[config.mk]
export PLATFORM = sky130hd
export DESIGN_NAME = mmu_control_regs
export DESIGN_NICKNAME = d
export VERILOG_FILES = /design/src/common/mmu_ctl_pkg.sv /design/src/common/xlate_cfg_if.sv /design/src/verilog/ap_group_lookup.sv /design/src/verilog/mmu_control_regs.sv
export SDC_FILE = /design/constraint.sdc
export NUM_CORES = 1
export LEC_CHECK = 0
export BUFFER_PORTS_ARGS = -buffer_cell sky130_fd_sc_hd__buf_2
export CAP_MARGIN = 20
export CORE_ASPECT_RATIO = 1.5
export CORE_UTILIZATION = 43
export CTS_BUF_LIST = sky130_fd_sc_hd__clkbuf_8 sky130_fd_sc_hd__clkbuf_16
export DETAILED_ROUTE_END_ITERATION = 16
export GPL_TIMING_DRIVEN = 0
export PLACE_DENSITY = 0.6
export SYNTH_ARGS = -nofsm -noshare
export SYNTH_HDL_FRONTEND = slang
export SYNTH_HIERARCHICAL = 1
export SYNTH_SLANG_ARGS = --single-unit
[constraint.sdc]
create_clock -name mclk_i -period 6.9 [get_ports mclk_i]
set_input_delay 0.345 -clock mclk_i [delete_from_list [all_inputs] [get_ports mclk_i]]
set_output_delay 0.345 -clock mclk_i [all_outputs]
set_load 0.02 [all_outputs]
[src/common/mmu_ctl_pkg.sv]
// package: register map, field positions, reset values and decoding helpers
package mmu_ctl_pkg;
  // register byte offsets (chosen; word aligned)
  localparam logic [7:0] TWB_OFF   = 8'h00;
  localparam logic [7:0] ICTR_OFF  = 8'h04;
  localparam logic [7:0] IAP_OFF   = 8'h08;
  localparam logic [7:0] DCTR_OFF  = 8'h0C;
  localparam logic [7:0] DAP_OFF   = 8'h10;
  localparam logic [7:0] L1D_OFF   = 8'h14;
  localparam logic [7:0] STAT_OFF  = 8'h18;
  // control register bit positions, msb-0 bit n is lsb-0 bit 31-n
  localparam int GPM_BIT  = 31;
  localparam int PPM_BIT  = 30;
  localparam int CID_BIT  = 29;
  localparam int WTD_BIT  = 28;
  localparam int RSV_BIT  = 27;
  localparam int WALK_ASSIST_SIZE_BIT = 26;
  localparam int PRIVILEGE_COMPARE_MODE_BIT = 25;
  localparam int IDX_LSB  = 8;
  localparam int IDX_W    = 5;
  // tablewalk base: base in bits 31:12, index in 11:2
  localparam int TB_LSB   = 12;
  localparam int IX_LSB   = 2;
  // level-one descriptor fields
  localparam int L2_LSB   = 12;
  localparam int APG_LSB  = 5;
  localparam int G_BIT    = 4;
  localparam int PS_LSB   = 2;
  localparam int WT_BIT   = 1;
  localparam int V_BIT    = 0;
  // reset values
  localparam logic [31:0] ICTR_RST = 32'h0200_0000;
  localparam logic [31:0] DCTR_RST = 32'h0600_0000;
  localparam logic [31:0] AP_RST   = 32'h5555_5555;
  localparam logic [31:0] CTR_WMASK = 32'hFE00_1F00;
  localparam logic [4:0]  IDX_TOP32 = 5'h1F;
  localparam logic [4:0]  IDX_TOP28 = 5'h1B;
  localparam logic [1:0]  PS_8M  = 2'h3;
  localparam logic [1:0]  PS_512K = 2'h1;
  localparam logic [1:0]  PS_RSV = 2'h2;

  // effect of one protection group field
  typedef enum logic [2:0] {
    AP_NO_ACCESS, AP_CLIENT, AP_MANAGER, AP_RESERVED,
    AP_ALL_PRIV, AP_PAGE_BITS, AP_SWAP, AP_ALL_PROB
  } ap_effect_e;

  // next replacement index with wrap
  function automatic logic [4:0] idx_dec(input logic [4:0] idx, input logic rsv4);
    if (idx == 5'h00)
      return rsv4 ? IDX_TOP28 : IDX_TOP32;
    return idx - 5'h01;
  endfunction

  function automatic ap_effect_e ap_decode(input logic [1:0] f, input logic dom);
    unique case ({dom, f})
      3'b100:  return AP_NO_ACCESS;
      3'b101:  return AP_CLIENT;
      3'b110:  return AP_RESERVED;
      3'b111:  return AP_MANAGER;
      3'b000:  return AP_ALL_PRIV;
      3'b001:  return AP_PAGE_BITS;
      3'b010:  return AP_SWAP;
      default: return AP_ALL_PROB;
    endcase
  endfunction
endpackage

[src/common/xlate_cfg_if.sv]
// interface: control settings handed from register file to the lookup helper
`timescale 1ns/10ps
`default_nettype none
interface xlate_cfg_if;
  logic [31:0] ictr;
  logic [31:0] dctr;
  logic [31:0] iap;
  logic [31:0] dap;
  logic [31:0] l1d;
  logic        is_instr;
  logic [2:0]  effect;
  logic [1:0]  field;
  modport regs (output ictr, dctr, iap, dap, l1d, is_instr, input effect, field);
  modport look (input ictr, dctr, iap, dap, l1d, is_instr, output effect, field);
endinterface
`default_nettype wire

[src/verilog/ap_group_lookup.sv]
// protection group lookup from the descriptor's group select
`timescale 1ns/10ps
`default_nettype none
module ap_group_lookup
  import mmu_ctl_pkg::*;
(
  xlate_cfg_if.look cfg
);
  wire logic [31:0] ap_word = cfg.is_instr ? cfg.iap : cfg.dap;
  wire logic        dom     = cfg.is_instr ? cfg.ictr[GPM_BIT] : cfg.dctr[GPM_BIT];
  wire logic [3:0]  grp     = cfg.l1d[APG_LSB +: 4];
  // group 0 sits in the top two bits
  wire logic [4:0]  sh      = 5'(5'd30 - {grp, 1'b0});
  assign cfg.field  = 2'(ap_word >> sh);
  assign cfg.effect = 3'(ap_decode(cfg.field, dom));
endmodule
`default_nettype wire

[src/verilog/mmu_control_regs.sv]
// memory management control registers with apb slave and translation defaults
//
// Behaviour
// - table base sets level-one table start
// - index read-only, page number by walk size
// - group mode: standard or domain manager
// - page protection: page or 1K resolution
// - instr cache default when translation off
// - data cache default when translation off
// - default write policy when cache defaulted
// - reserve bit: index wraps 32 or 28
// - privilege compare mode enables state match
// - instruction index decrements on each update
// - data index decrements on each update
// - walk size selects 1K or 4K assist
// - domain codes: none, client, reserved, manager
// - standard codes: priv, page, swap, problem
// - second table base, bits 18-19 gated
// - group select picks one of sixteen
// - page size codes small, 512K, 8M
// - descriptor write policy copyback or writethrough
// - descriptor low bit marks segment valid
`timescale 1ns/10ps
`default_nettype none
module mmu_control_regs
  import mmu_ctl_pkg::*;
(
  // clock and reset
  input  wire logic        mclk_i,
  input  wire logic        reset_i,
  // apb slave
  input  wire logic        psel_i,
  input  wire logic        penable_i,
  input  wire logic        pwrite_i,
  input  wire logic [7:0]  paddr_i,
  input  wire logic [31:0] pwdata_i,
  output logic [31:0]      prdata_o,
  output logic             pready_o,
  output logic             pslverr_o,
  // core side
  input  wire logic [19:0] effective_page_number_i,
  input  wire logic        instr_tlb_update_i,
  input  wire logic        data_tlb_update_i,
  input  wire logic        instr_xlate_en_i,
  input  wire logic        data_xlate_en_i,
  input  wire logic        lookup_instr_i,
  // translation results
  output logic             icache_default_on_o,
  output logic             dcache_default_on_o,
  output logic             dcache_copyback_o,
  output logic [4:0]       instr_tlb_pointer_o,
  output logic [4:0]       data_tlb_pointer_o,
  output logic             instr_priv_compare_o,
  output logic             data_priv_compare_o,
  output logic             instr_subpage_prot_o,
  output logic             data_subpage_prot_o,
  output logic             walk_4k_o,
  output logic [31:0]      l1_table_addr_o,
  output logic [31:0]      l2_table_addr_o,
  output logic             segment_valid_o,
  output logic             guarded_o,
  output logic             region_writethrough_o,
  output logic [1:0]       page_size_code_o,
  output logic             page_size_bad_o,
  output logic [2:0]       group_effect_o,
  output logic [1:0]       protection_group_field_o
);
  logic [19:0] first_table_base_reg;
  logic [31:0] ictr_reg;
  logic [31:0] dctr_reg;
  logic [31:0] iap_reg;
  logic [31:0] dap_reg;
  logic [31:0] l1d_reg;
  logic [31:0] prdata_reg;
  logic        pready_reg;
  logic        pslverr_reg;

  xlate_cfg_if cfg ();

  ap_group_lookup u_lookup (
    .cfg (cfg.look)
  );

  // settings handed to the lookup
  assign cfg.ictr     = ictr_reg;
  assign cfg.dctr     = dctr_reg;
  assign cfg.iap      = iap_reg;
  assign cfg.dap      = dap_reg;
  assign cfg.l1d      = l1d_reg;
  assign cfg.is_instr = lookup_instr_i;

  // bus decode; writes land in the access phase only
  wire logic acc   = psel_i & penable_i;
  wire logic wr    = acc & pwrite_i;
  wire logic hit_twb  = paddr_i == TWB_OFF;
  wire logic hit_ictr = paddr_i == ICTR_OFF;
  wire logic hit_iap  = paddr_i == IAP_OFF;
  wire logic hit_dctr = paddr_i == DCTR_OFF;
  wire logic hit_dap  = paddr_i == DAP_OFF;
  wire logic hit_l1d  = paddr_i == L1D_OFF;
  wire logic hit_stat = paddr_i == STAT_OFF;
  wire logic mapped = hit_twb | hit_ictr | hit_iap | hit_dctr | hit_dap | hit_l1d | hit_stat;

  // index field live from the page number; 4K walk uses EFFECTIVE_PAGE_NUMBER[2:11]
  wire logic        walk_4k = dctr_reg[WALK_ASSIST_SIZE_BIT];
  wire logic [9:0]  first_table_index = walk_4k ? effective_page_number_i[17:8]
                                                : effective_page_number_i[19:10];
  wire logic [31:0] twb_view = {first_table_base_reg, first_table_index, 2'b00};

  // pointer next values: hardware decrement beats a software write
  wire logic [4:0] ip_cur = ictr_reg[IDX_LSB +: IDX_W];
  wire logic [4:0] dp_cur = dctr_reg[IDX_LSB +: IDX_W];
  wire logic [4:0] ip_dec = idx_dec(ip_cur, ictr_reg[RSV_BIT]);
  wire logic [4:0] dp_dec = idx_dec(dp_cur, dctr_reg[RSV_BIT]);
  wire logic [31:0] ictr_wr = (pwdata_i & CTR_WMASK) & ~(32'h1 << WTD_BIT) & ~(32'h1 << WALK_ASSIST_SIZE_BIT);
  wire logic [31:0] dctr_wr = pwdata_i & CTR_WMASK;
  wire logic [31:0] ictr_base = (wr && hit_ictr) ? ictr_wr : ictr_reg;
  wire logic [31:0] dctr_base = (wr && hit_dctr) ? dctr_wr : dctr_reg;
  wire logic [31:0] idx_mask  = ~({27'h0, 5'h1F} << IDX_LSB);
  wire logic [31:0] ictr_next = instr_tlb_update_i
                                ? ((ictr_base & idx_mask) | (32'(ip_dec) << IDX_LSB))
                                : ictr_base;
  wire logic [31:0] dctr_next = data_tlb_update_i
                                ? ((dctr_base & idx_mask) | (32'(dp_dec) << IDX_LSB))
                                : dctr_base;

  // status word: bit 8 instr enable, 7 data enable, 6 valid, 5:3 group effect
  wire logic [31:0] stat_view = {23'h0, instr_xlate_en_i, data_xlate_en_i,
                                 segment_valid_o, group_effect_o, 3'b000};
  wire logic [31:0] rd_mux =
      hit_twb  ? twb_view :
      hit_ictr ? ictr_reg :
      hit_iap  ? iap_reg  :
      hit_dctr ? dctr_reg :
      hit_dap  ? dap_reg  :
      hit_l1d  ? l1d_reg  :
      hit_stat ? stat_view : 32'h0000_0000;

  // level-one descriptor decode
  wire logic [19:0] l2_raw  = l1d_reg[31:L2_LSB];
  // msb-0 bits 18-19 are lsb-0 bits 13:12, only kept with 4K assist
  wire logic [19:0] l2_base = walk_4k ? l2_raw : {l2_raw[19:2], 2'b00};
  wire logic [1:0]  ps      = l1d_reg[PS_LSB +: 2];

  // bus answer: one access cycle, never a wait state
  wire logic        setup_cycle  = psel_i & ~penable_i;
  wire logic        rd_setup     = setup_cycle & ~pwrite_i;
  wire logic        pready_next  = setup_cycle;
  wire logic        pslverr_next = setup_cycle & ~mapped;
  // read data is caught at setup, so it stands through the access cycle
  wire logic [31:0] prdata_next  = rd_setup ? rd_mux : 32'h0000_0000;

  always_ff @(posedge mclk_i) begin
    if (reset_i) begin
      pready_reg  <= 1'b0;
      pslverr_reg <= 1'b0;
    end else begin
      pready_reg  <= pready_next;
      pslverr_reg <= pslverr_next;
    end
  end

  always_ff @(posedge mclk_i) begin
    if (reset_i) begin
      prdata_reg <= 32'h0000_0000;
    end else begin
      prdata_reg <= prdata_next;
    end
  end

  // a write lands only at the edge where the answer is seen
  wire logic wr_take = wr & pready_reg;
  wire logic wr_twb  = wr_take & hit_twb;
  wire logic wr_iap  = wr_take & hit_iap;
  wire logic wr_dap  = wr_take & hit_dap;
  wire logic wr_l1d  = wr_take & hit_l1d;

  // a reload pulse alone still has to move the pointer
  wire logic        ictr_load             = wr_take | instr_tlb_update_i;
  wire logic        dctr_load             = wr_take | data_tlb_update_i;
  wire logic [19:0] first_table_base_next = pwdata_i[31:TB_LSB];

  // only the base bits are stored; the index is never held
  always_ff @(posedge mclk_i) begin
    if (reset_i) begin
      first_table_base_reg <= 20'h00000;
    end else if (wr_twb) begin
      first_table_base_reg <= first_table_base_next;
    end
  end

  always_ff @(posedge mclk_i) begin
    if (reset_i) begin
      ictr_reg <= ICTR_RST;
    end else if (ictr_load) begin
      ictr_reg <= ictr_next;
    end
  end

  always_ff @(posedge mclk_i) begin
    if (reset_i) begin
      dctr_reg <= DCTR_RST;
    end else if (dctr_load) begin
      dctr_reg <= dctr_next;
    end
  end

  // both group registers share one reset pattern
  always_ff @(posedge mclk_i) begin
    if (reset_i) begin
      iap_reg <= AP_RST;
    end else if (wr_iap) begin
      iap_reg <= pwdata_i;
    end
  end

  always_ff @(posedge mclk_i) begin
    if (reset_i) begin
      dap_reg <= AP_RST;
    end else if (wr_dap) begin
      dap_reg <= pwdata_i;
    end
  end

  always_ff @(posedge mclk_i) begin
    if (reset_i) begin
      l1d_reg <= 32'h0000_0000;
    end else if (wr_l1d) begin
      l1d_reg <= pwdata_i;
    end
  end

  // translation results; every output below leaves a flip-flop
  // a default cache setting only counts while its side does not translate
  wire logic        icache_on_next = ~instr_xlate_en_i & ictr_reg[CID_BIT];
  wire logic        dcache_on_next = ~data_xlate_en_i & dctr_reg[CID_BIT];
  // the write policy bit means nothing unless the data default is on
  wire logic        copyback_next  = dcache_on_next & dctr_reg[WTD_BIT];
  wire logic [31:0] l2_addr_next   = {l2_base, 12'h000};
  wire logic        size_bad_next  = ps == PS_RSV;

  always_ff @(posedge mclk_i) begin
    if (reset_i) begin
      icache_default_on_o <= 1'b0;
    end else begin
      icache_default_on_o <= icache_on_next;
    end
  end

  always_ff @(posedge mclk_i) begin
    if (reset_i) begin
      dcache_default_on_o <= 1'b0;
      dcache_copyback_o   <= 1'b0;
    end else begin
      dcache_default_on_o <= dcache_on_next;
      dcache_copyback_o   <= copyback_next;
    end
  end

  // mode bits go out as they are; the core decides what they mean
  always_ff @(posedge mclk_i) begin
    if (reset_i) begin
      instr_priv_compare_o <= 1'b1;
      data_priv_compare_o  <= 1'b1;
    end else begin
      instr_priv_compare_o <= ictr_reg[PRIVILEGE_COMPARE_MODE_BIT];
      data_priv_compare_o  <= dctr_reg[PRIVILEGE_COMPARE_MODE_BIT];
    end
  end

  always_ff @(posedge mclk_i) begin
    if (reset_i) begin
      instr_subpage_prot_o <= 1'b0;
      data_subpage_prot_o  <= 1'b0;
    end else begin
      instr_subpage_prot_o <= ictr_reg[PPM_BIT];
      data_subpage_prot_o  <= dctr_reg[PPM_BIT];
    end
  end

  always_ff @(posedge mclk_i) begin
    if (reset_i) begin
      walk_4k_o <= 1'b1;
    end else begin
      walk_4k_o <= walk_4k;
    end
  end

  // the index part follows the page number a cycle late
  always_ff @(posedge mclk_i) begin
    if (reset_i) begin
      l1_table_addr_o <= 32'h0000_0000;
    end else begin
      l1_table_addr_o <= twb_view;
    end
  end

  always_ff @(posedge mclk_i) begin
    if (reset_i) begin
      l2_table_addr_o <= 32'h0000_0000;
    end else begin
      l2_table_addr_o <= l2_addr_next;
    end
  end

  always_ff @(posedge mclk_i) begin
    if (reset_i) begin
      segment_valid_o       <= 1'b0;
      guarded_o             <= 1'b0;
      region_writethrough_o <= 1'b0;
    end else begin
      segment_valid_o       <= l1d_reg[V_BIT];
      guarded_o             <= l1d_reg[G_BIT];
      region_writethrough_o <= l1d_reg[WT_BIT];
    end
  end

  // a reserved size code is flagged, not mapped to a size
  always_ff @(posedge mclk_i) begin
    if (reset_i) begin
      page_size_code_o <= 2'b00;
      page_size_bad_o  <= 1'b0;
    end else begin
      page_size_code_o <= ps;
      page_size_bad_o  <= size_bad_next;
    end
  end

  always_ff @(posedge mclk_i) begin
    if (reset_i) begin
      group_effect_o <= 3'h0;
    end else begin
      group_effect_o <= cfg.effect;
    end
  end

  always_ff @(posedge mclk_i) begin
    if (reset_i) begin
      protection_group_field_o <= 2'b00;
    end else begin
      protection_group_field_o <= cfg.field;
    end
  end

  // bus outputs and pointers are flip-flops themselves
  assign prdata_o            = prdata_reg;
  assign pready_o            = pready_reg;
  assign pslverr_o           = pslverr_reg;
  assign instr_tlb_pointer_o = ictr_reg[IDX_LSB +: IDX_W];
  assign data_tlb_pointer_o  = dctr_reg[IDX_LSB +: IDX_W];
endmodule
`default_nettype wire

==> flow_metrics.py <==
metrics = {
    "floorplan": {
        "start_util_pct": 44.05,
        "row_count": 73,
        "dieHeight_um": 204.4,
        "dieArea_sq_mm": 0.02800,
        "boundaryPins": 197,
        "core-area_sq_mm": 0.02667,
        "die-width_um": 137.0,
    },
    "grt": {
        "grt_pass1_vias": 9507,
        "grt.overflow.total": 0,
        "grt_pass1_wl_um": 57260,
        "antenna_found_initial": 1,
        "grt.total_usage_pct": 27.65,
        "grt_max_degree": 17,
    },
    "worst_setup_path": {
        "crit_buf_inv": 3,
        "cp.arrival_ns": 3.39,
        "path_max_fanout": 10,
        "critical_path.slowest_cell": "buf_2",
        "path_delay_family": "buffers and inverters",
        "crit_type": "flip-flop to flip-flop",
        "crit_required_ns": 7.32,
        "critPathLaunchType": "flip-flop",
        "end_kind": "flip-flop",
        "critical-path-max-stage-delay_ns": 0.43,
        "path_cells": "clkbuf_1 -> buf_2 -> buf_4 -> mux2i_1 -> a22oi_1 -> nand3_1 -> o21ai_0 -> or2_2 -> nor2b_1",
    },
    "clock_network": {
        "clock_sinks": 283,
        "cts_root_buf": "clkbuf_16",
        "post_cts_resized": 0,
        "clock_path_buffers": 3,
        "cts_buffers": 27,
        "ctsHoldBuffers": 0,
        "cts_setup_buffers": 0,
        "cts_tree": "yes",
        "clk_latency_ns": 0.56,
        "path_clk_slew_ns": 0.07,
        "cts_max_level": 1,
    },
    "placement": {
        "portBuffers": 171,
        "gp_congestion": 0.9434,
        "dp_worst_setup_slack_ns": 4.039,
        "dp_hpwl_um": 29060,
    },
    "detailed_routing": {
        "routedWlPerCell_um": 21.97,
        "antenna_left": 0,
        "drc": 0,
        "vias_per_cell": 5.580,
        "drt_wl_total_um": 38650,
        "drt_iter0_drc": 612,
        "first_pass_iters": 5,
        "dr_total_vias": 9816,
    },
    "sta": {
        "worst_clock_skew_ns": 0.01004,
        "rsz0062_at_grt": "false",
        "max_slew_margin_pct": 40.59,
        "holdWs_ns": 0.03133,
        "report.final.hold_viol_count": 0,
        "fmax_ghz": 0.3366,
        "min_period_ns": 2.971,
        "finalCritPeriodShare_pct": 43.05,
        "maxSlewViolCount": 0,
        "finalSetupTns_ns": 0,
        "worstMarginPinSlew_ns": 0.8911,
        "setup_viol": 0,
        "finalWorstSetupSlack_ns": 3.929,
    },
    "synthesis": {
        "synthFlopType": "dfxtp_1",
        "yosys_register_bits": 283,
        "synth_common_cells": "283 x dfxtp_1, 142 x mux2i_1, 141 x nor2_1, 66 x clkbuf_1, 59 x nor2b_1",
        "syn_area_per_cell_sq_um": 9.906,
        "synthesis.instances": 1186,
        "async_flop_share_pct": 0,
        "yosys_warnings": 6,
        "synth_edf_count": 0,
        "synthTopCellsByArea": "dfxtp_1 48%, mux2i_1 12%, nor2_1 4.5%",
        "synth.most_common_cell": "dfxtp_1",
        "synth.distinct_cells": 62,
        "synth_area_sq_mm": 0.01175,
        "ys_seq_area_share_pct": 48.22,
        "synth_top_area_share_pct": 48.22,
        "synth_top_cell_by_area": "dfxtp_1",
    },
    "hold_path": {
        "worst_hold_path_type": "primary input to flip-flop",
    },
    "power": {
        "power_density_mw_per_mm2": 247.1,
        "ir_drop_uv": 202.2,
        "power_leakage_nw": 6.111,
    },
    "cells_and_area": {
        "nets": 1472,
        "drive_gt1_share_pct": 22.52,
        "fillers": 2551,
        "area_growth_pct": 19.25,
    },
    "flow_run": {
        "drv_cap": 0,
    },
    "status": {
        "outcome": "completed",
    },
}
## area by class of cell
type	count	area [sq um]	share of cell area (%)
Antenna cell	1	2.502	0.01786
Buffer	119	591.8	4.224
Clock buffer	33	758.2	5.412
Clock inverter	17	167.7	1.197
Inverter	17	63.81	0.4554
Multi-Input combinational cell	780	5477	39.09
Sequential cell	283	5665	40.44
Tap cell	337	421.7	3.009
Timing Repair Buffer	172	863.3	6.162
## metal layers
metal	track usage [%]	part of all wire, %	vias to the layer above
met4	16.44	6.1	0
li1	-	-	4616
met3	4.067	5.7	107
met1	31.89	39	4691
met2	47.73	49	402
met5	0	0	-
## metrics by stage
stage,std cells,power [mW],cell area (sq um),util [%]
finish,1759,3.462,14010,52.53
global route,1758,3.561,14010,52.52
CTS,1758,3.480,14010,52.52
detailed placement,1708,1.954,13080,49.05
global placement,1707,1.953,13080,49.02
floorplan,1199,1.845,11800,-
## cells in the final DEF, fill, tap and decap left out, drive strengths merged, types with 7 or more instances in the layout
cell type / Yosys / final
dfxtp: 283 / 283
buf: 53 / 225
mux2i: 142 / 142
nor2: 141 / 141
clkbuf: 66 / 99
nor2b: 59 / 59
a21oi: 54 / 54
and2: 46 / 46
nor3: 34 / 34
a22oi: 30 / 30
o22ai: 27 / 27
mux2: 23 / 23
nand2: 23 / 23
nand2b: 21 / 21
inv: 17 / 21
a32o: 20 / 20
a221o: 20 / 20
o21ai: 18 / 18
conb: 1 / 14
mux4: 10 / 10
nand4: 9 / 9
a211oi: 8 / 8
nand3: 7 / 7
a31oi: 7 / 7
or2: 7 / 7
clkinv: 0 / 7
## final timing paths
path	startpoint	to	slack (ns)	cells past startpoint
worst max-delay path	cfg.l1d[5]$_SDFFE_PP0P_	protection_group_field_o[1]$_SDFF_PP0_	3.93	9
worst min register to register	cfg.ictr[22]$_SDFFE_PP0P_	cfg.ictr[22]$_SDFFE_PP0P_	0.46	1
worst min-delay path	penable_i	pready_o$_SDFF_PP0_	0.03	2
worst max register to register	cfg.l1d[5]$_SDFFE_PP0P_	protection_group_field_o[1]$_SDFF_PP0_	3.93	9
## worst register-to-register path, delay by kind of cell (launching register included)
kind	cells	cell delay (ns)
multiplexers	1	0.38
flip-flops	1	0.37
buffers and inverters	3	1.18
AND/OR/NAND/NOR	3	0.58
AO/OA/AOI/OAI	2	0.33
## logic make-up (layout without fill, tap and decap cells)
kind of cell               after synthesis  count (layout)  synth area share [%]
muxes                                  175             175                 16.22
and+or+nand+nor                        374             374                 16.70
other                                    1              15               0.03192
buffers and inverters                  136             358                 5.580
DFF                                    283             283                 48.22
xor gates and xnor gates                 3               3                0.2237
AOI/OAI and AO/OA                      212             212                 12.81
adders and majority gates                2               2                0.2130
## report_power, final
part	internal, mW	total [mW]	leakage [nW]	switching (mW)
registers	1.64	1.66	2.29	0.0133
logic	0.0890	0.265	3.37	0.176
clock network	0.866	1.54	0.451	0.674
(Power assumes the default switching activity.)
